### src/usb_ep0_pkg.sv
// Constants and types shared by the control endpoint handshake block
package usb_ep0_pkg;

	// ----------------------------------------------------------------
	// Register map (byte addresses)
	// ----------------------------------------------------------------
	localparam int ADDR_W = 8;
	localparam logic [ADDR_W-1:0] CTRL_OFFSET = 8'h18;
	localparam logic [ADDR_W-1:0] STATUS_OFFSET = 8'h30;
	localparam logic [31:0] CTRL_RESET = 32'h0000_0000;

	// ----------------------------------------------------------------
	// Field positions
	// ----------------------------------------------------------------
	localparam int ENABLE_BIT = 31;
	localparam int STATE_HI = 30;
	localparam int STATE_LO = 29;
	localparam int IN_STALL_BIT = 28;
	localparam int OUT_STALL_BIT = 27;
	localparam int COUNT_W = 7;
	localparam int COUNT_MSB = 6;
	localparam int STATUS_REPLY_LSB = 0;
	localparam int STATUS_REPLY_MSB = 2;
	localparam int STATUS_PHASE_LSB = 4;
	localparam int STATUS_PHASE_MSB = 5;

	// ----------------------------------------------------------------
	// Types
	// ----------------------------------------------------------------
	typedef enum logic [1:0] {
		HS_NAK = 2'h0,
		HS_ACK = 2'h1,
		HS_STALL = 2'h2,
		HS_STALL_ALT = 2'h3
	} hs_state_t;

	typedef enum logic [1:0] {
		TOK_SETUP = 2'h0,
		TOK_IN = 2'h1,
		TOK_OUT = 2'h2,
		TOK_OTHER = 2'h3
	} token_kind_t;

	typedef enum logic [2:0] {
		REPLY_NONE = 3'h0,
		REPLY_NAK = 3'h1,
		REPLY_ACK = 3'h2,
		REPLY_DATA = 3'h3,
		REPLY_STALL = 3'h4
	} reply_t;

	typedef enum logic [1:0] {
		PH_IDLE = 2'h0,
		PH_SETUP_DATA = 2'h1,
		PH_OUT_DATA = 2'h3,
		PH_IN_ACK = 2'h2
	} phase_t;

	typedef struct packed {
		logic endpoint_function_on;
		hs_state_t handshake_state;
		logic in_stall;
		logic out_stall;
		logic [COUNT_W-1:0] byte_count;
	} ctrl_t;

	typedef struct packed {
		logic valid;
		logic control_endpoint;
		token_kind_t kind;
	} token_t;

	typedef struct packed {
		logic done;
		logic [COUNT_W-1:0] count;
	} rx_data_t;

	typedef struct packed {
		logic valid;
		reply_t code;
		logic [COUNT_W-1:0] count;
	} reply_out_t;

endpackage : usb_ep0_pkg

### src/handshake_select.sv
// Handshake choice for one token on the control endpoint
`timescale 1ns/1ns
module handshake_select (
	// Endpoint settings
	input wire usb_ep0_pkg::ctrl_t ctrl,
	// Token
	input wire usb_ep0_pkg::token_kind_t kind,
	// Choice
	output usb_ep0_pkg::reply_t code
);

	always_comb begin
		code = usb_ep0_pkg::REPLY_NONE;
		if (ctrl.endpoint_function_on) begin
			case (kind)
				usb_ep0_pkg::TOK_SETUP: begin
					code = usb_ep0_pkg::REPLY_ACK;
				end
				usb_ep0_pkg::TOK_IN: begin
					// Only the IN stall bit and the state matter
					if (ctrl.in_stall) begin
						code = usb_ep0_pkg::REPLY_STALL;
					end else begin
						case (ctrl.handshake_state)
							usb_ep0_pkg::HS_NAK: code = usb_ep0_pkg::REPLY_NAK;
							usb_ep0_pkg::HS_ACK: code = usb_ep0_pkg::REPLY_DATA;
							default: code = usb_ep0_pkg::REPLY_STALL;
						endcase
					end
				end
				usb_ep0_pkg::TOK_OUT: begin
					// Only the OUT stall bit and the state matter
					if (ctrl.out_stall) begin
						code = usb_ep0_pkg::REPLY_STALL;
					end else begin
						case (ctrl.handshake_state)
							usb_ep0_pkg::HS_NAK: code = usb_ep0_pkg::REPLY_NAK;
							usb_ep0_pkg::HS_ACK: code = usb_ep0_pkg::REPLY_ACK;
							default: code = usb_ep0_pkg::REPLY_STALL;
						endcase
					end
				end
				default: begin
					code = usb_ep0_pkg::REPLY_NONE;
				end
			endcase
		end
	end

endmodule : handshake_select

### src/apb_decode.sv
// APB address decode and read data selection
`timescale 1ns/1ns
module apb_decode #(
	parameter int ADDR_W = usb_ep0_pkg::ADDR_W
) (
	// APB request
	input wire logic [ADDR_W-1:0] paddr,
	// Register contents
	input wire logic [31:0] ctrl_word,
	input wire logic [31:0] status_word,
	// Decode results
	output logic ctrl_hit,
	output logic unmapped,
	output logic [31:0] rd_data
);

	always_comb begin
		ctrl_hit = 1'b0;
		unmapped = 1'b0;
		rd_data = 32'h0000_0000;
		if (paddr == usb_ep0_pkg::CTRL_OFFSET) begin
			ctrl_hit = 1'b1;
			rd_data = ctrl_word;
		end else if (paddr == usb_ep0_pkg::STATUS_OFFSET) begin
			rd_data = status_word;
		end else begin
			unmapped = 1'b1;
		end
	end

endmodule : apb_decode

### src/usb_control_endpoint_handshake.sv
// Control endpoint handshake logic with its APB register file
//
// Notes on behaviour
// - With the function bit (31) low, SETUP, IN and OUT get no handshake.
// - State 01 with no stall answers an IN token with a data packet.
// - State 01 accepts an OUT token and its data and answers ACK.
// - Handshake state 10 or 11 answers both IN and OUT tokens with STALL.
// - A completed setup transaction returns the handshake state to NAK (00).
// - The IN stall bit (28) makes IN transactions answer STALL.
// - The OUT stall bit (27) makes OUT tokens answer STALL and leaves IN alone.
// - IN uses its stall bit and the state only; OUT likewise its own.
// - A completed setup transaction clears both stall bits to 0.
// - For IN, the seven-bit count (bits 6:0) is the number of bytes to send.
// - For OUT, the seven-bit count is overwritten with the bytes received.
//
// Implementation choice: the APB slave port.
`timescale 1ns/1ns
module usb_control_endpoint_handshake #(
	parameter int ADDR_W = usb_ep0_pkg::ADDR_W,
	parameter int COUNT_W = usb_ep0_pkg::COUNT_W
) (
	// Clock and reset
	input wire logic clk,
	input wire logic reset,
	// APB slave
	input wire logic psel,
	input wire logic penable,
	input wire logic pwrite,
	input wire logic [ADDR_W-1:0] paddr,
	input wire logic [31:0] pwdata,
	output logic [31:0] prdata,
	output logic pready,
	output logic pslverr,
	// Tokens from the link
	input wire usb_ep0_pkg::token_t token,
	// Data packet accepted from the host
	input wire usb_ep0_pkg::rx_data_t rx_data,
	// Host acknowledged our data packet
	input wire logic host_ack,
	// Handshake choice to the link
	output usb_ep0_pkg::reply_out_t reply
);

	// ----------------------------------------------------------------
	// Elaboration checks
	// ----------------------------------------------------------------
	if (COUNT_W != usb_ep0_pkg::COUNT_W) begin : g_count_check
		$error("byte count width must match the register field");
	end
	if (ADDR_W < usb_ep0_pkg::ADDR_W) begin : g_addr_check
		$error("address too narrow for the register map");
	end

	// ----------------------------------------------------------------
	// State
	// ----------------------------------------------------------------
	typedef struct packed {
		usb_ep0_pkg::ctrl_t ctrl;
		usb_ep0_pkg::phase_t phase;
		usb_ep0_pkg::reply_t last_reply;
		usb_ep0_pkg::reply_out_t reply;
		logic [31:0] prdata;
		logic pready;
		logic pslverr;
	} state_t;

	state_t state_q;
	state_t state_d;

	logic [31:0] ctrl_word;
	logic [31:0] status_word;
	logic ctrl_hit;
	logic unmapped;
	logic [31:0] rd_data;
	usb_ep0_pkg::reply_t choice;
	logic apb_setup;
	logic apb_access;
	logic tok_here;

	// ----------------------------------------------------------------
	// Register images
	// ----------------------------------------------------------------
	always_comb begin
		ctrl_word = usb_ep0_pkg::CTRL_RESET;
		ctrl_word[usb_ep0_pkg::ENABLE_BIT] =
			state_q.ctrl.endpoint_function_on;
		ctrl_word[usb_ep0_pkg::STATE_HI:usb_ep0_pkg::STATE_LO] =
			state_q.ctrl.handshake_state;
		ctrl_word[usb_ep0_pkg::IN_STALL_BIT] = state_q.ctrl.in_stall;
		ctrl_word[usb_ep0_pkg::OUT_STALL_BIT] = state_q.ctrl.out_stall;
		ctrl_word[usb_ep0_pkg::COUNT_MSB:0] = state_q.ctrl.byte_count;
	end

	always_comb begin
		status_word = 32'h0000_0000;
		status_word[usb_ep0_pkg::STATUS_REPLY_MSB:
			usb_ep0_pkg::STATUS_REPLY_LSB] = state_q.last_reply;
		status_word[usb_ep0_pkg::STATUS_PHASE_MSB:
			usb_ep0_pkg::STATUS_PHASE_LSB] = state_q.phase;
	end

	// ----------------------------------------------------------------
	// Submodules
	// ----------------------------------------------------------------
	apb_decode #(
		.ADDR_W(ADDR_W)
	) u_decode (
		.paddr(paddr),
		.ctrl_word(ctrl_word),
		.status_word(status_word),
		.ctrl_hit(ctrl_hit),
		.unmapped(unmapped),
		.rd_data(rd_data)
	);

	handshake_select u_select (
		.ctrl(state_q.ctrl),
		.kind(token.kind),
		.code(choice)
	);

	assign apb_setup = psel && !penable;
	assign apb_access = psel && penable && state_q.pready;
	// Tokens of the other kind are ignored and get no reply
	assign tok_here = token.valid && token.control_endpoint &&
		(token.kind != usb_ep0_pkg::TOK_OTHER);

	// ----------------------------------------------------------------
	// Next state
	// ----------------------------------------------------------------
	always_comb begin
		state_d = state_q;
		state_d.reply.valid = 1'b0;

		// APB: answer in the cycle after setup, no wait states
		if (apb_setup) begin
			state_d.pready = 1'b1;
			state_d.prdata = pwrite ? 32'h0000_0000 : rd_data;
			state_d.pslverr = unmapped;
		end else if (apb_access) begin
			state_d.pready = 1'b0;
			state_d.pslverr = 1'b0;
			if (pwrite && ctrl_hit) begin
				state_d.ctrl.endpoint_function_on =
					pwdata[usb_ep0_pkg::ENABLE_BIT];
				state_d.ctrl.handshake_state = usb_ep0_pkg::hs_state_t'(
					pwdata[usb_ep0_pkg::STATE_HI:usb_ep0_pkg::STATE_LO]);
				state_d.ctrl.in_stall = pwdata[usb_ep0_pkg::IN_STALL_BIT];
				state_d.ctrl.out_stall = pwdata[usb_ep0_pkg::OUT_STALL_BIT];
				state_d.ctrl.byte_count = pwdata[usb_ep0_pkg::COUNT_MSB:0];
			end
		end else begin
			state_d.pready = 1'b0;
		end

		// Link events are applied after software, so hardware wins
		case (state_q.phase)
			usb_ep0_pkg::PH_SETUP_DATA: begin
				if (rx_data.done) begin
					state_d.ctrl.handshake_state = usb_ep0_pkg::HS_NAK;
					state_d.ctrl.in_stall = 1'b0;
					state_d.ctrl.out_stall = 1'b0;
					state_d.phase = usb_ep0_pkg::PH_IDLE;
				end
			end
			usb_ep0_pkg::PH_OUT_DATA: begin
				if (rx_data.done) begin
					state_d.ctrl.byte_count = rx_data.count;
					state_d.ctrl.handshake_state = usb_ep0_pkg::HS_NAK;
					state_d.phase = usb_ep0_pkg::PH_IDLE;
				end
			end
			usb_ep0_pkg::PH_IN_ACK: begin
				if (host_ack) begin
					state_d.ctrl.handshake_state = usb_ep0_pkg::HS_NAK;
					state_d.phase = usb_ep0_pkg::PH_IDLE;
				end
			end
			default: begin
				state_d.phase = usb_ep0_pkg::PH_IDLE;
			end
		endcase

		// A new token starts a fresh transaction
		if (tok_here) begin
			state_d.reply.valid = 1'b1;
			state_d.reply.code = choice;
			state_d.reply.count = state_q.ctrl.byte_count;
			state_d.last_reply = choice;
			state_d.phase = usb_ep0_pkg::PH_IDLE;
			if (choice == usb_ep0_pkg::REPLY_DATA) begin
				state_d.phase = usb_ep0_pkg::PH_IN_ACK;
			end else if (choice == usb_ep0_pkg::REPLY_ACK) begin
				if (token.kind == usb_ep0_pkg::TOK_SETUP) begin
					state_d.phase = usb_ep0_pkg::PH_SETUP_DATA;
				end else begin
					state_d.phase = usb_ep0_pkg::PH_OUT_DATA;
				end
			end
		end
	end

	// ----------------------------------------------------------------
	// State register
	// ----------------------------------------------------------------
	always_ff @(posedge clk) begin
		if (reset) begin
			state_q <= '0;
		end else begin
			state_q <= state_d;
		end
	end

	// ----------------------------------------------------------------
	// Outputs
	// ----------------------------------------------------------------
	assign prdata = state_q.prdata;
	assign pready = state_q.pready;
	assign pslverr = state_q.pslverr;
	assign reply = state_q.reply;

endmodule : usb_control_endpoint_handshake

### config.mk
export PLATFORM = sky130hd
export DESIGN_NAME = usb_control_endpoint_handshake
export DESIGN_NICKNAME = d
export VERILOG_FILES = /design/src/usb_ep0_pkg.sv /design/src/handshake_select.sv /design/src/apb_decode.sv /design/src/usb_control_endpoint_handshake.sv
export SDC_FILE = /design/constraint.sdc
export NUM_CORES = 1
export LEC_CHECK = 0
export BUFFER_PORTS_ARGS = -buffer_cell sky130_fd_sc_hd__buf_4
export CORE_MARGIN = 2
export CORE_UTILIZATION = 45
export CTS_CLUSTER_SIZE = 12
export DETAILED_ROUTE_END_ITERATION = 10
export PLACE_DENSITY = 0.8
export SYNTH_ARGS = -nofsm -noshare
export SYNTH_HDL_FRONTEND = slang
export SYNTH_SLANG_ARGS = --single-unit
export TNS_END_PERCENT = 30
### constraint.sdc
create_clock -name clk -period 1.7 [get_ports clk]
set_clock_uncertainty 0.2 [all_clocks]
set_input_delay 0.34 -clock clk [delete_from_list [all_inputs] [get_ports clk]]
set_output_delay 0.34 -clock clk [all_outputs]
set_load 0.1 [all_outputs]
Word-level counts from Yosys, hierarchy flattened
Cells that the tools add are included.
Widths: inputs -> output; s select.
{ "word_totals": {"reg_bits": 59, "wordCells": 70} }
{ "op_classes": {"n_eq_ne": 14, "muxes": 31, "bitwise": 1, "reduce_logical": 12} }
{ "op_table": {"columns": ["cell", "n"], "rows": [
  ["$mux 32", 2],
  ["$mux 11", 3],
  ["$mux 2", 9],
  ["$mux 16", 1],
  ["$pmux 2 s3", 2],
  ["$pmux 3 s2", 2],
  ["$mux 3", 3],
  ["$mux 9", 1],
  ["$ne 3x3->1 const B", 3],
  ["$pmux 3 s3", 1],
  ["$eq 8x5->1 const B", 1],
  ["$eq 8x6->1 const B", 1],
  ["$mux 7", 1],
  ["$eq 2x1->1 const B", 3],
  ["$eq 2x2->1 const B", 3],
  ["$eq 3x2->1 const B", 2],
  ["$logic_and 1x1->1", 6],
  ["$mux 6", 1],
  ["$reduce_and 3->1", 2],
  ["$logic_not 2->1", 2],
  ["$mux 1", 4],
  ["$mux 4", 1],
  ["$ne 2x2->1 const B", 1],
  ["$reduce_bool 2->1", 1],
  ["2 further kinds", 2]
]} }

Logic depth before layout (Yosys ltp)
Gate-level depths: netlist (run 1).
{ "logic_depth": {"word_depth": 9, "mapped_depth": 5} }

Cells and area by module
From an unflattened synthesis (run 1), not the netlist that was laid out.
{ "unflattened": {"cells_unflattened": 396, "area_unflattened_um2": 3433.3} }
{ "by_module_without_submodules": {"columns": ["mod", "instances", "cells_per_inst", "area_per_inst_um2", "seq_area_each_um2"], "rows": [
  ["usb_control_endpoint_handshake", 1, 258, 2471.1, 1181.1],
  ["apb_decode", 1, 124, 878.3, 0.0],
  ["handshake_select", 1, 14, 83.8, 0.0]
]} }

Worst setup path after synthesis (run 1)
Ideal clock, no wire load.
{ "synth_timing": {"path_kind": "register to register", "startpoint": "reg state_q, in the netlist pready", "endpoint": "reg state_q, in the netlist ctrl_word[6]", "setup_time_ns": 0.086, "t_arrival_ns": 1.913, "required_time_ns": 1.414, "path_slack_ns": -0.499, "stages_incl_launch_ff": 6, "n_path_buf": 1, "cell_sequence": "dfxtp_1 > and4b_1 > nand4_2 > buf_6 > mux2i_1 > a211oi_1"} }
{ "synth_between": {"elab_chain_cells": 5} }
{ "synth_rtl": {"columns": ["element", "line_no", "rtl"], "rows": [
  ["start, declared", "usb_control_endpoint_handshake.sv:67", "state_t state_q;"],
  ["start signal, assigned", "usb_control_endpoint_handshake.sv:210", "state_q <= state_d;"],
  ["$logic_and 1x1->1 *", "usb_control_endpoint_handshake.sv:123", "assign apb_access = psel && penable && state_q.pready;"],
  ["$mux 11 *", "usb_control_endpoint_handshake.sv:140", "end else if (apb_access) begin"],
  ["$mux 11 *", "usb_control_endpoint_handshake.sv:136", "if (apb_setup) begin"],
  ["$mux 9", "usb_control_endpoint_handshake.sv:167", "if (rx_data.done) begin"],
  ["$mux 7 *", "usb_control_endpoint_handshake.sv:157", "case (state_q.phase)"]
]} }
Mark *: on every way between the ends. The rest lies on a longest branch, timed or not. The select of a mux whose other input is x is not followed.
A chain may end at the register's enable or synchronous reset.

Worst setup path after layout (run 1)
{ "layout_timing": {"startpoint": "reg state_q, in the netlist pready", "endpoint": "reg state_q, in the netlist ctrl_word[0]"} }
Same word-level chain as after synthesis.

==> results of run 1 <==
==> per-layer routing <==
| layer | global-route usage | share of wire |
|---|---|---|
| met2 | 0.2883 | 0.49 |
| met1 | 0.2212 | 0.43 |
| met3 | 0.04040 | 0.059 |
| met5 | 0 | 0 |
| met4 | 0.07051 | 0.016 |
==> layout make-up <==
| class | instances | area, um2 | area share |
|---|---|---|---|
| Inverter | 1 | 3.754 | 0.001580 |
| Tap cell | 52 | 65.06 | 0.02738 |
| Sequential cell | 39 | 784.5 | 0.3302 |
| Clock buffer | 7 | 76.32 | 0.03212 |
| Clock inverter | 1 | 5.005 | 0.002106 |
| Timing Repair Buffer | 72 | 553.0 | 0.2328 |
| Multi-Input combinational cell | 152 | 888.4 | 0.3739 |
==> logic make-up (layout without fill, tap and decap cells) <==
kind of cell,Yosys count,after routing,share of synthesized area
other cells,1,20,0.001898
mux,12,12,0.06080
simple gates,72,72,0.1843
buf+inv,54,81,0.1913
flops,39,39,0.3952
compound gates,46,46,0.1577
xor+xnor,2,2,0.008868
==> worst max-delay path by stage <==
stage,endpoint,slack [ns],from
floorplan,ctrl_word[6]$_SDFF_PP0_,0.003,pready$_SDFF_PP0_
global placement,prdata[1]$_SDFFE_PP0P_,-0.06,paddr[2]
detailed placement,ctrl_word[0]$_SDFF_PP0_,-0.09,paddr[2]
CTS,ctrl_word[0]$_SDFF_PP0_,0.13,pready$_SDFF_PP0_
global route,ctrl_word[0]$_SDFF_PP0_,0.08,pready$_SDFF_PP0_
finish,ctrl_word[0]$_SDFF_PP0_,0.15,pready$_SDFF_PP0_
==> critical path, cell delays in order, from the launching register on <==
cell and delay [ns]:
dfxtp_4 0.35, and4b_1 0.22, nand4_2 0.14, buf_12 0.19, mux2i_1 0.13, a211oi_1 0.24
==> cells in the final DEF, fill, tap and decap left out, types with 5 or more instances in the layout <==
master,instances
nor2_1,26
clkbuf_8,5
dfxtp_1,38
buf_4,71
conb_1,20
nand2_1,26
mux2i_1,12
a21oi_1,15
a22oi_1,12
a211oi_1,8
==> stage by stage <==
| stage | utilization | total power [mW] | TNS, ns |
|---|---|---|---|
| 2_1_floorplan | - | 1.257 | 0 |
| 3_3_place_gp | 0.5344 | 1.318 | -0.6777 |
| 3_5_place_dp | 0.5344 | 1.321 | -0.9598 |
| 4_1_cts | 0.5533 | 1.903 | 0 |
| 5_1_grt | 0.5533 | 1.963 | 0 |
| 6_report | 0.5533 | 1.894 | 0 |
==> sequential cells by signal, summed over array words and instances (netlist names) <==
| register | flops |
|---|---|
| ctrl_word | 12 |
| prdata | 12 |
| pready | 1 |
| pslverr | 1 |
| reply | 11 |
| state_q | 2 |
==> power by group <==
part	switching (mW)	total [mW]	internal, mW
Clock	0.305	0.593	0.288
Combinational	0.294	0.381	0.0867
Sequential	0.00285	0.920	0.917
==> cell usage after synthesis (2+ instances only) <==
library cell / n / area (um2)
nor2b_1: 2 / 12.51
clkbuf_1: 6 / 22.52
o2111ai_1: 2 / 17.52
nand2b_1: 2 / 12.51
buf_4: 44 / 330.3
o21bai_1: 2 / 15.01
xor2_1: 2 / 17.52
o21a_1: 2 / 15.01
a22oi_1: 12 / 90.09
o41ai_1: 2 / 17.52
nand3_1: 4 / 20.02
buf_2: 2 / 10.01
a21oi_1: 15 / 75.07
dfxtp_1: 39 / 780.8
and4b_1: 2 / 20.02
mux2i_1: 12 / 120.1
nor2_1: 26 / 97.59
a31oi_1: 2 / 12.51
a211oi_1: 8 / 60.06
nand2_1: 26 / 97.59
==> impl_results.md, run 1 <==
- Outcome: finished clean
- Hpwl dp: 3240 um
- Row Count: 24
- Postcts setup bufs: 0
- Total track usage: 0.1755
- First drt pass iteration count: 4
- Final hold vios: 0
- Critical Path RT: 1.70 ns
- Synth warnings: 0
- CP arrival: 1.55 ns
- Max-cap viol count: 0
- Min Tclk post-route: 1.550 ns
- Die X: between 70 and 80 um
- Endpoint, Worst Hold: ctrl_word[31]$_SDFFE_PP0P_
- First-pass GRT wire length: roughly 6800 um
- Max Fclk: ~0.65 GHz
- FF-to-FF Start: pready$_SDFF_PP0_
- Drt total wl: 4308 um
- Hold path start: pwdata[31]
- Nets: 329
- Iter 0 DRT Violations: 103
- Worst setup path class: flip-flop to flip-flop
- # IOs: 103
- Period utilization: 0.9117
- Core ar.: 4294 um2
- DRC: 0
- Die Span Y: 70.26 um
- CTS Root Cell: clkbuf_8
- # clock sinks: 39
- Die ar.: a little under 5000 um2
- DR vias: 1617
- Dpl cell area: between 2000 and 2500 um2
- Worst hold slack: 0.08124 ns
- RSZ-0062 raised after global routing: no
- Largest net degree at the start of global routing: 39
- Depth of the CTS H-tree: 2
- Port bufs: 62
- Post-route insts no fill: 324
- Post-CTS Hold Buffers: 0
- Pwr dens: 797.0 nW/um2
- Final setup vio count: 0
- Inserted Diodes: 0
- CTS tree: built
- Dpl cells: 316
- Initial antenna violation count: 0
- TritonCTS buffer count: 5
- Hold path depth: 3
- Layout cells sized above 1: 0.3015
- Main synth FF type: dfxtp_1
- Worst Reg-to-Reg Cells: 5
- PostCTS Resize Cnt: 0
- Number of global-route vias before repair: 1443
- Post-synth cell types: 34
- Seq cells post-synth: 39
- Async set or reset register ratio after synthesis: 0
- Sequential share of the synthesized area: 0.3952
- Syn_area_per_cell: 8.742 um2
- CTS Buffer Depth: 2
- Routability Congestion: 0.9041
- Leak: 1.102 nW
- GR Overflow Total: 0
- Area added between synthesis and finish: 20.27%
- # fillers: 413
- Min-delay worst type: input port to flip-flop
- Clock Latency Late Sink: 0.29 ns
- Worst-path fanout max: 12
- Post-synth EDFFs: 0
- Vias per inst: 4.991
- Max-slew violations: 0
- IR Drop Worst-Case VDD: approximately 0.39 mV
- Clk slew on worst S/H paths: 0.07 ns
- WL/cell: 13.30 um
- Finished Cell Area: 2376 um2
- Critical Path Start Type: flip-flop
- Internal reg-to-reg setup slack: 0.15 ns
- DRT antenna net count: 0
- Final worst slack: roughly 0.15 ns
- RR Endpoint: ctrl_word[0]$_SDFF_PP0_
- Crit. End Element: flip-flop
- Cell area after synthesis: 1976 um2
- Cells after Synth: 226
- Post-Place Setup Slack: -0.08635 ns
- Initial Util: 0.4601
Note: power is estimated with default switching activity, not from simulation.
==> inputs of run 2 (changes only) <==
--- a/config.mk
+++ b/config.mk
@@ -6,11 +6,12 @@
 export NUM_CORES = 1
 export LEC_CHECK = 0
 export BUFFER_PORTS_ARGS = -buffer_cell sky130_fd_sc_hd__buf_4
+export CORE_ASPECT_RATIO = 1.25
 export CORE_MARGIN = 2
-export CORE_UTILIZATION = 45
+export CORE_UTILIZATION = 41
 export CTS_CLUSTER_SIZE = 12
 export DETAILED_ROUTE_END_ITERATION = 10
-export PLACE_DENSITY = 0.8
+export PLACE_DENSITY = 0.77
 export SYNTH_ARGS = -nofsm -noshare
 export SYNTH_HDL_FRONTEND = slang
 export SYNTH_SLANG_ARGS = --single-unit
==> constraint.sdc (replaced) <==
create_clock -name clk -period 1.3 [get_ports clk]
set_clock_uncertainty 0.2 [all_clocks]
set_input_delay 0.26 -clock clk [delete_from_list [all_inputs] [get_ports clk]]
set_output_delay 0.26 -clock clk [all_outputs]
set_load 0.1 [all_outputs]
==> run 2 against run 1 <==
The flow now finishes with violations (negative setup slack). Combinational power increased by 51%. Non-clock buffer count up 20. Global-route usage rose by 1.5 points. Setup slack got worse by 0.37 ns. Worst hold slack worse by 0.074 ns. Largest power group unchanged.
==> impl_results.md, run 2 (synthesis results as in run 1) <==
- Iter 0 DRT Violations: 91 (-12%)
- RSZ-0062 raised after global routing: yes
- Max-cap viol count: 0 (unchanged)
- Dpl cell area: 2457 um2 (+7.1%)
- # clock sinks: 39 (unchanged)
- CTS tree: built
- Commonest non-fill, non-tap cell in the layout: buf_4
- GR Overflow Total: 0 (unchanged)
- Routability Congestion: 0.8901 (-1.5%)
- Die Span Y: 81.61 um (+16%)
- First drt pass iteration count: 4 (unchanged)
- CTS Buffer Depth: 2 (unchanged)
- Final setup vio count: 27 (+27)
- Failing checks: negative setup slack
- Inserted Diodes: 0 (unchanged)
- Critical Path RT: 1.30 ns (-0.40 ns)
- Hold path start: pwdata[31]
- Min Tclk post-route: 1.522 ns (-0.02769 ns)
- Clk slew on worst S/H paths: 0.07 ns (about the same)
- Commonest non-fill, non-tap cells in the layout: buf_4, buf_12, nor2_1
- Dpl cells: 341 (+7.9%)
- Core ar.: 4695 um2 (+9.3%)
- Clock Latency Late Sink: 0.29 ns (about the same)
- Final worst slack: -0.2223 ns (-0.3723 ns)
- DRC: 0 (unchanged)
- Critical Path Start Type: flip-flop
- Finished Cell Area: 3020 um2 (+27%)
- Crit. End Element: flip-flop
- First-pass GRT wire length: 7783 um (+14%)
- Vias per inst: 4.974 (-0.33%)
- Final hold vios: 0 (unchanged)
- Leak: 1.351 nW (+23%)
- Max-slew violations: 0 (unchanged)
- CP startpoint: pready$_SDFF_PP0_
- Min-delay worst type: input port to flip-flop
- Drt total wl: 5174 um (+20%)
- # IOs: 103 (unchanged)
- Post-route insts no fill: 352 (+8.6%)
- Depth of the CTS H-tree: 2 (unchanged)
- Period utilization: 1.171 (+0.2592)
- Post-CTS Hold Buffers: 0 (unchanged)
- Hpwl dp: 3454 um (+6.6%)
- DR vias: 1751 (+8.3%)
- Worst hold slack: 0.007221 ns (-0.07402 ns)
- FF-to-FF Start: pready$_SDFF_PP0_
- Total track usage: 0.1907 (+0.01521)
- Worst setup path class: flip-flop to flip-flop
- WL/cell: 14.70 um (+11%)
- Initial antenna violation count: 0 (unchanged)
- CP arrival: 1.53 ns (-0.02 ns)
- Die X: 66.09 um (-5.9%)
- Row Count: 28 (+17%)
- Initial Util: 0.4208 (-0.03924)
- DRT antenna net count: 0 (unchanged)
- Area added between synthesis and finish: 52.88%
- Port bufs: 62 (unchanged)
- Worst Reg-to-Reg Cells: 5 (unchanged)
- CTS Root Cell: clkbuf_8
- IR Drop Worst-Case VDD: 0.5146 mV (+32%)
- Die ar.: 5393 um2 (+9.3%)
- Largest net degree at the start of global routing: 16 (-59%)
- Number of global-route vias before repair: 1681 (+16%)
- Max Fclk: 0.6569 GHz (+1.8%)
- Pwr dens: 840.6 nW/um2 (+5.5%)
- Final core utilization: 0.6434 (+0.09007)
- Nets: 349 (+6.1%)
- Outcome: complete, but fails checks
- Hold path depth: 3 (unchanged)
- Worst-path fanout max: 12 (unchanged)
- Total power: 2.539 mW (+34%)
- Layout cells sized above 1: 0.4760 (+0.1746)
- TritonCTS buffer count: 5 (unchanged)
run 2: stage by stage:
step	setup TNS, ns	setup slack, ns
6_report	-2.967	-0.2223
5_1_grt	-5.441	-0.2893
4_1_cts	-2.385	-0.2112
3_5_place_dp	-9.419	-0.3589
3_3_place_gp	-8.920	-0.3461
2_1_floorplan	-5.116	-0.3683
run 2: layer usage:
metal,track usage,routed length [um]
met1,0.2294,2007
met2,0.3270,2772
met3,0.04247,317
met4,0.07755,77
met5,0,0
run 2: final timing paths:
| check | to | slack [ns] |
|---|---|---|
| worst min register to register | prdata[4]$_SDFFE_PP0P_ | 0.27 |
| worst max register to register | ctrl_word[1]$_SDFF_PP0_ | -0.22 |
| worst min-delay path | ctrl_word[31]$_SDFFE_PP0P_ | 0.007 |
| worst max-delay path | ctrl_word[1]$_SDFF_PP0_ | -0.22 |
run 2: power breakdown:
part	internal, mW	switching (mW)
Clock	0.376	0.394
Sequential	1.19	0.00601
Combinational	0.164	0.411
Total	1.73	0.810
run 2: what timing repair did:
action,4_1_cts,5_1_grt
endpoints found under the setup margin,53,53
pin swaps,8,10
resized for setup,108,18
setup buffers,1,3
run 2: critical path, cell delays in order, from the launching register on:
cell and delay [ns]:
dfxtp_4 0.34, and4b_1 0.22, nand4_2 0.14, buf_12 0.19, mux2i_1 0.13, a211oi_1 0.21
run 2: cell type report:
type	instances	area, um2
clock buffer	7	76.32
sequential	39	829.5
clock inverter	1	5.005
multi-input combinational	152	974.7
tap	60	75.07
inverter	1	3.754
timing repair buffer	92	1056
fill	379	1674
==> inputs of run 3 (changes only) <==
--- a/config.mk
+++ b/config.mk
@@ -8,11 +8,12 @@
 export BUFFER_PORTS_ARGS = -buffer_cell sky130_fd_sc_hd__buf_4
 export CORE_ASPECT_RATIO = 1.25
 export CORE_MARGIN = 2
-export CORE_UTILIZATION = 41
+export CORE_UTILIZATION = 48
 export CTS_CLUSTER_SIZE = 12
 export DETAILED_ROUTE_END_ITERATION = 10
-export PLACE_DENSITY = 0.77
+export PLACE_DENSITY = 0.78
 export SYNTH_ARGS = -nofsm -noshare
 export SYNTH_HDL_FRONTEND = slang
+export SYNTH_HIERARCHICAL = 1
 export SYNTH_SLANG_ARGS = --single-unit
 export TNS_END_PERCENT = 30
==> run 3 against run 2 <==
The run still ends with negative setup slack left. Count of clock-buffer cells in the layout increased by 4. Critical path depth stayed put. First-iteration DRC count is 64% higher. Sequential power increased by 51%. Global-route usage rose by 6.0 points. Die area is 46% higher. Design area increased by 85%. Non-clock buffer count increased by 48. Wire length up 95%. Synthesized cell count up 75%. Setup slack worse by 0.40 ns. Total power up 74%. Critical path type unchanged. Largest power group is now the clock network.
==> impl_results.md, run 3 <==
- Outcome: complete, but fails checks
- Failing checks: negative setup slack
- Post-synthesis mux area share: 0 (-0.06080)
- Simple logic cell fraction of the synthesized area: 0.2518 (+0.06753)
- # fillers: 371 (-2.1%)
- Area of the multi-input gates: 2195 um2 (+130%)
- Die ar.: 7849 um2 (+46%)
- Largest family of logic cells by synthesized area: simple AND/OR/NAND/NOR gates
- DRC: 0 (unchanged)
- Adder-Cell Fraction of Synth Area: 0 (unchanged)
- Max-cap viol count: 0 (unchanged)
- Worst setup path class: flip-flop to flip-flop
- Layout cells sized above 1: 0.4816 (+0.005526)
- IR Drop Worst-Case VDD: 0.6498 mV (+26%)
- Min Tclk post-route: 1.924 ns (+0.4016 ns)
- CTS Root Cell: clkbuf_8
- # clock sinks: 59 (+51%)
- Post-synth cell types: 39 (+15%)
- CP arrival: 2.01 ns (+0.48 ns)
- Dpl cell area: 4149 um2 (+69%)
- Routability Congestion: 0.7876 (-12%)
- Row Count: 34 (+21%)
- Initial antenna violation count: 0 (unchanged)
- Core ar.: 6934 um2 (+48%)
- # IOs: 103 (unchanged)
- Area share of the largest cell type after synthesis: 0.3440 (-0.05116)
- Inserted Diodes: 0 (unchanged)
- Top-count cell post-synth: nand3b_1
- Critical Path Start Type: flip-flop
- Nets: 568 (+63%)
- Leak: 2.025 nW (+50%)
- Final hold vios: 0 (unchanged)
- Syn_area_per_cell: 8.670 um2 (-0.82%)
- Hpwl dp: 5632 um (+63%)
- Synth warnings: 6 (+6)
- Depth of the CTS H-tree: 3 (+1)
- Reg area: 1264 um2 (+52%)
- Pwr dens: 791.5 nW/um2 (-5.8%)
- Area added between synthesis and finish: 62.90%
- Largest net degree at the start of global routing: 41 (+25)
- Seq cells post-synth: 59 (+51%)
- Final core utilization: 0.8066 (+0.1632)
- Clock Latency Late Sink: 0.34 ns (+0.05 ns)
- Vias per inst: 5.585 (+12%)
- Die Span Y: 98.56 um (+21%)
- DRT antenna net count: 0 (unchanged)
- Async set or reset register ratio after synthesis: 0 (unchanged)
- First drt pass iteration count: 4 (unchanged)
- Max Fclk: 0.5198 GHz (-21%)
- Clk slew on worst S/H paths: 0.07 ns (about the same)
- Synth top area cells: dfxtp_1, nand3b_1, buf_4
- Max-slew violations: 0 (unchanged)
- Total track usage: 0.2505 (+0.05985)
- Hold path depth: 4 (+1)
- Crit. End Element: flip-flop
- Worst Reg-to-Reg Cells: 5 (unchanged)
- Main synth FF type: dfxtp_1
- GR Overflow Total: 0 (unchanged)
- DR vias: 3379 (+93%)
- Finished Cell Area: 5593 um2 (+85%)
- Cell area after synthesis: 3433 um2 (+74%)
- Yosys top cell by area: dfxtp_1
- CTS Buffer Depth: 2 (unchanged)
- Commonest non-fill, non-tap cell in the layout: buf_4
- Synth cell count leaders: nand3b_1, dfxtp_1, buf_4
- TritonCTS buffer count: 9 (+4)
- WL/cell: 16.65 um (+13%)
- Min-delay worst type: input port to flip-flop
- Final setup vio count: 75 (+180%)
- Die X: 79.65 um (+21%)
- RSZ-0062 raised after global routing: yes
- Max reg flops: 32
- Post-synth EDFFs: 0 (unchanged)
- Compound-Gate Fraction of Synth Area: 0.2453 (+0.08757)
- Sequential share of the synthesized area: 0.3440 (-0.05116)
- Worst-path fanout max: 2 (-10)
- Initial Util: 0.4951 (+0.07429)
- Cells after Synth: 396 (+75%)
- Period utilization: 1.480 (+0.3089)
- Xor/xnor share of the synthesized area: 0.002551 (-0.006315)
- Port bufs: 82 (+32%)
- First-pass GRT wire length: 15360 um (+97%)
- Number of global-route vias before repair: 3205 (+91%)
- Iter 0 DRT Violations: 149 (+64%)
- Final worst slack: -0.6238 ns (-0.4016 ns)
- Commonest non-fill, non-tap cells in the layout: buf_4, nand3b_1, buf_12
- CTS tree: built
- Critical Path RT: 1.38 ns (+0.08 ns)
- Drt total wl: 10070 um (+95%)
-- run 3: cell types whose count changed after synthesis, moves of 10 or more --
cell	previous run	this run
dfxtp_1	39	59
a22oi_1	12	0
a211oi_1	8	32
nor2_1	26	13
clkbuf_1	6	24
nand3b_1	1	64
o21ai_1	0	22
mux2i_1	12	0
nand2_1	26	4
or3b_1	0	10
a22o_1	0	32
-- run 3: path summary, 6_finish.rpt --
check / from / to / slack [ns]
setup / recovery: ctrl_word[27]$_SDFF_PP0_ / state_q[49]$_SDFFE_PP0P_ / -0.62
hold / removal: rx_data[7] / state_q[48]$_SDFFE_PP0P_ / 0.05
setup reg to reg: ctrl_word[27]$_SDFF_PP0_ / state_q[49]$_SDFFE_PP0P_ / -0.62
hold reg to reg: prdata[7]$_SDFFE_PP0P_ / prdata[7]$_SDFFE_PP0P_ / 0.31
-- run 3: routing by layer --
metal / up-vias / share of wire / GRT usage
met5: - / 0 / 0
met4: 0 / 0.021 / 0.1233
met3: 22 / 0.042 / 0.04396
met2: 120 / 0.56 / 0.4706
met1: 1622 / 0.37 / 0.2612
li1: 1615 / - / -
-- run 3: cells by family after synthesis --
family                 after synthesis
buffers and inverters               87
XOR/XNOR                             1
AO/OA/AOI/OAI                      120
flip-flops                          59
other                                1
AND/OR/NAND/NOR                    128
-- run 3: critical path, cell delays in order (launching register included) --
cell and delay [ns]:
dfxtp_1 0.32, or4_4 0.53, a21boi_2 0.16, nor3_1 0.08
or4_1 0.45, a21oi_2 0.13
-- run 3: through the flow --
stage	setup slack [ns]	hold WS (ns)	power (mW)	std cells	TNS (ns)
5_1_grt	-0.6866	0.04990	4.580	605	-13.97
2_1_floorplan	-0.7255	0.2077	2.131	442	-13.71
3_3_place_gp	-0.7795	0.2630	2.303	567	-20.29
3_5_place_dp	-0.8246	0.2647	2.310	567	-20.91
6_report	-0.6238	0.04677	4.427	605	-11.44
4_1_cts	-0.5858	0.01072	4.419	600	-10.98
-- run 3: repair_timing --
item | in CTS | in global routing
buffers inserted | 3 | 6
hold endpoints to repair | 14 | 0
resized for setup | 222 | 40
endpoints found under the setup margin | 75 | 75
pin swaps | 21 | 16
hold buffers | 13 | 0
gates cloned | 1 | 2
-- run 3: report_power, final --
group,internal [mW],leakage (nW),switching (mW)
sequential,1.79,0.503,0.00465
combinational,0.257,1.40,0.317
clock,1.32,0.123,0.735
-- run 3: area by class of cell --
class / count / area share
Timing Repair Buffer: 140 / 0.3157
Multi-Input combinational cell: 296 / 0.3924
Clock buffer: 11 / 0.02528
Tap cell: 90 / 0.02013
Clock inverter: 5 / 0.01790
Inverter: 4 / 0.002685
Sequential cell: 59 / 0.2260
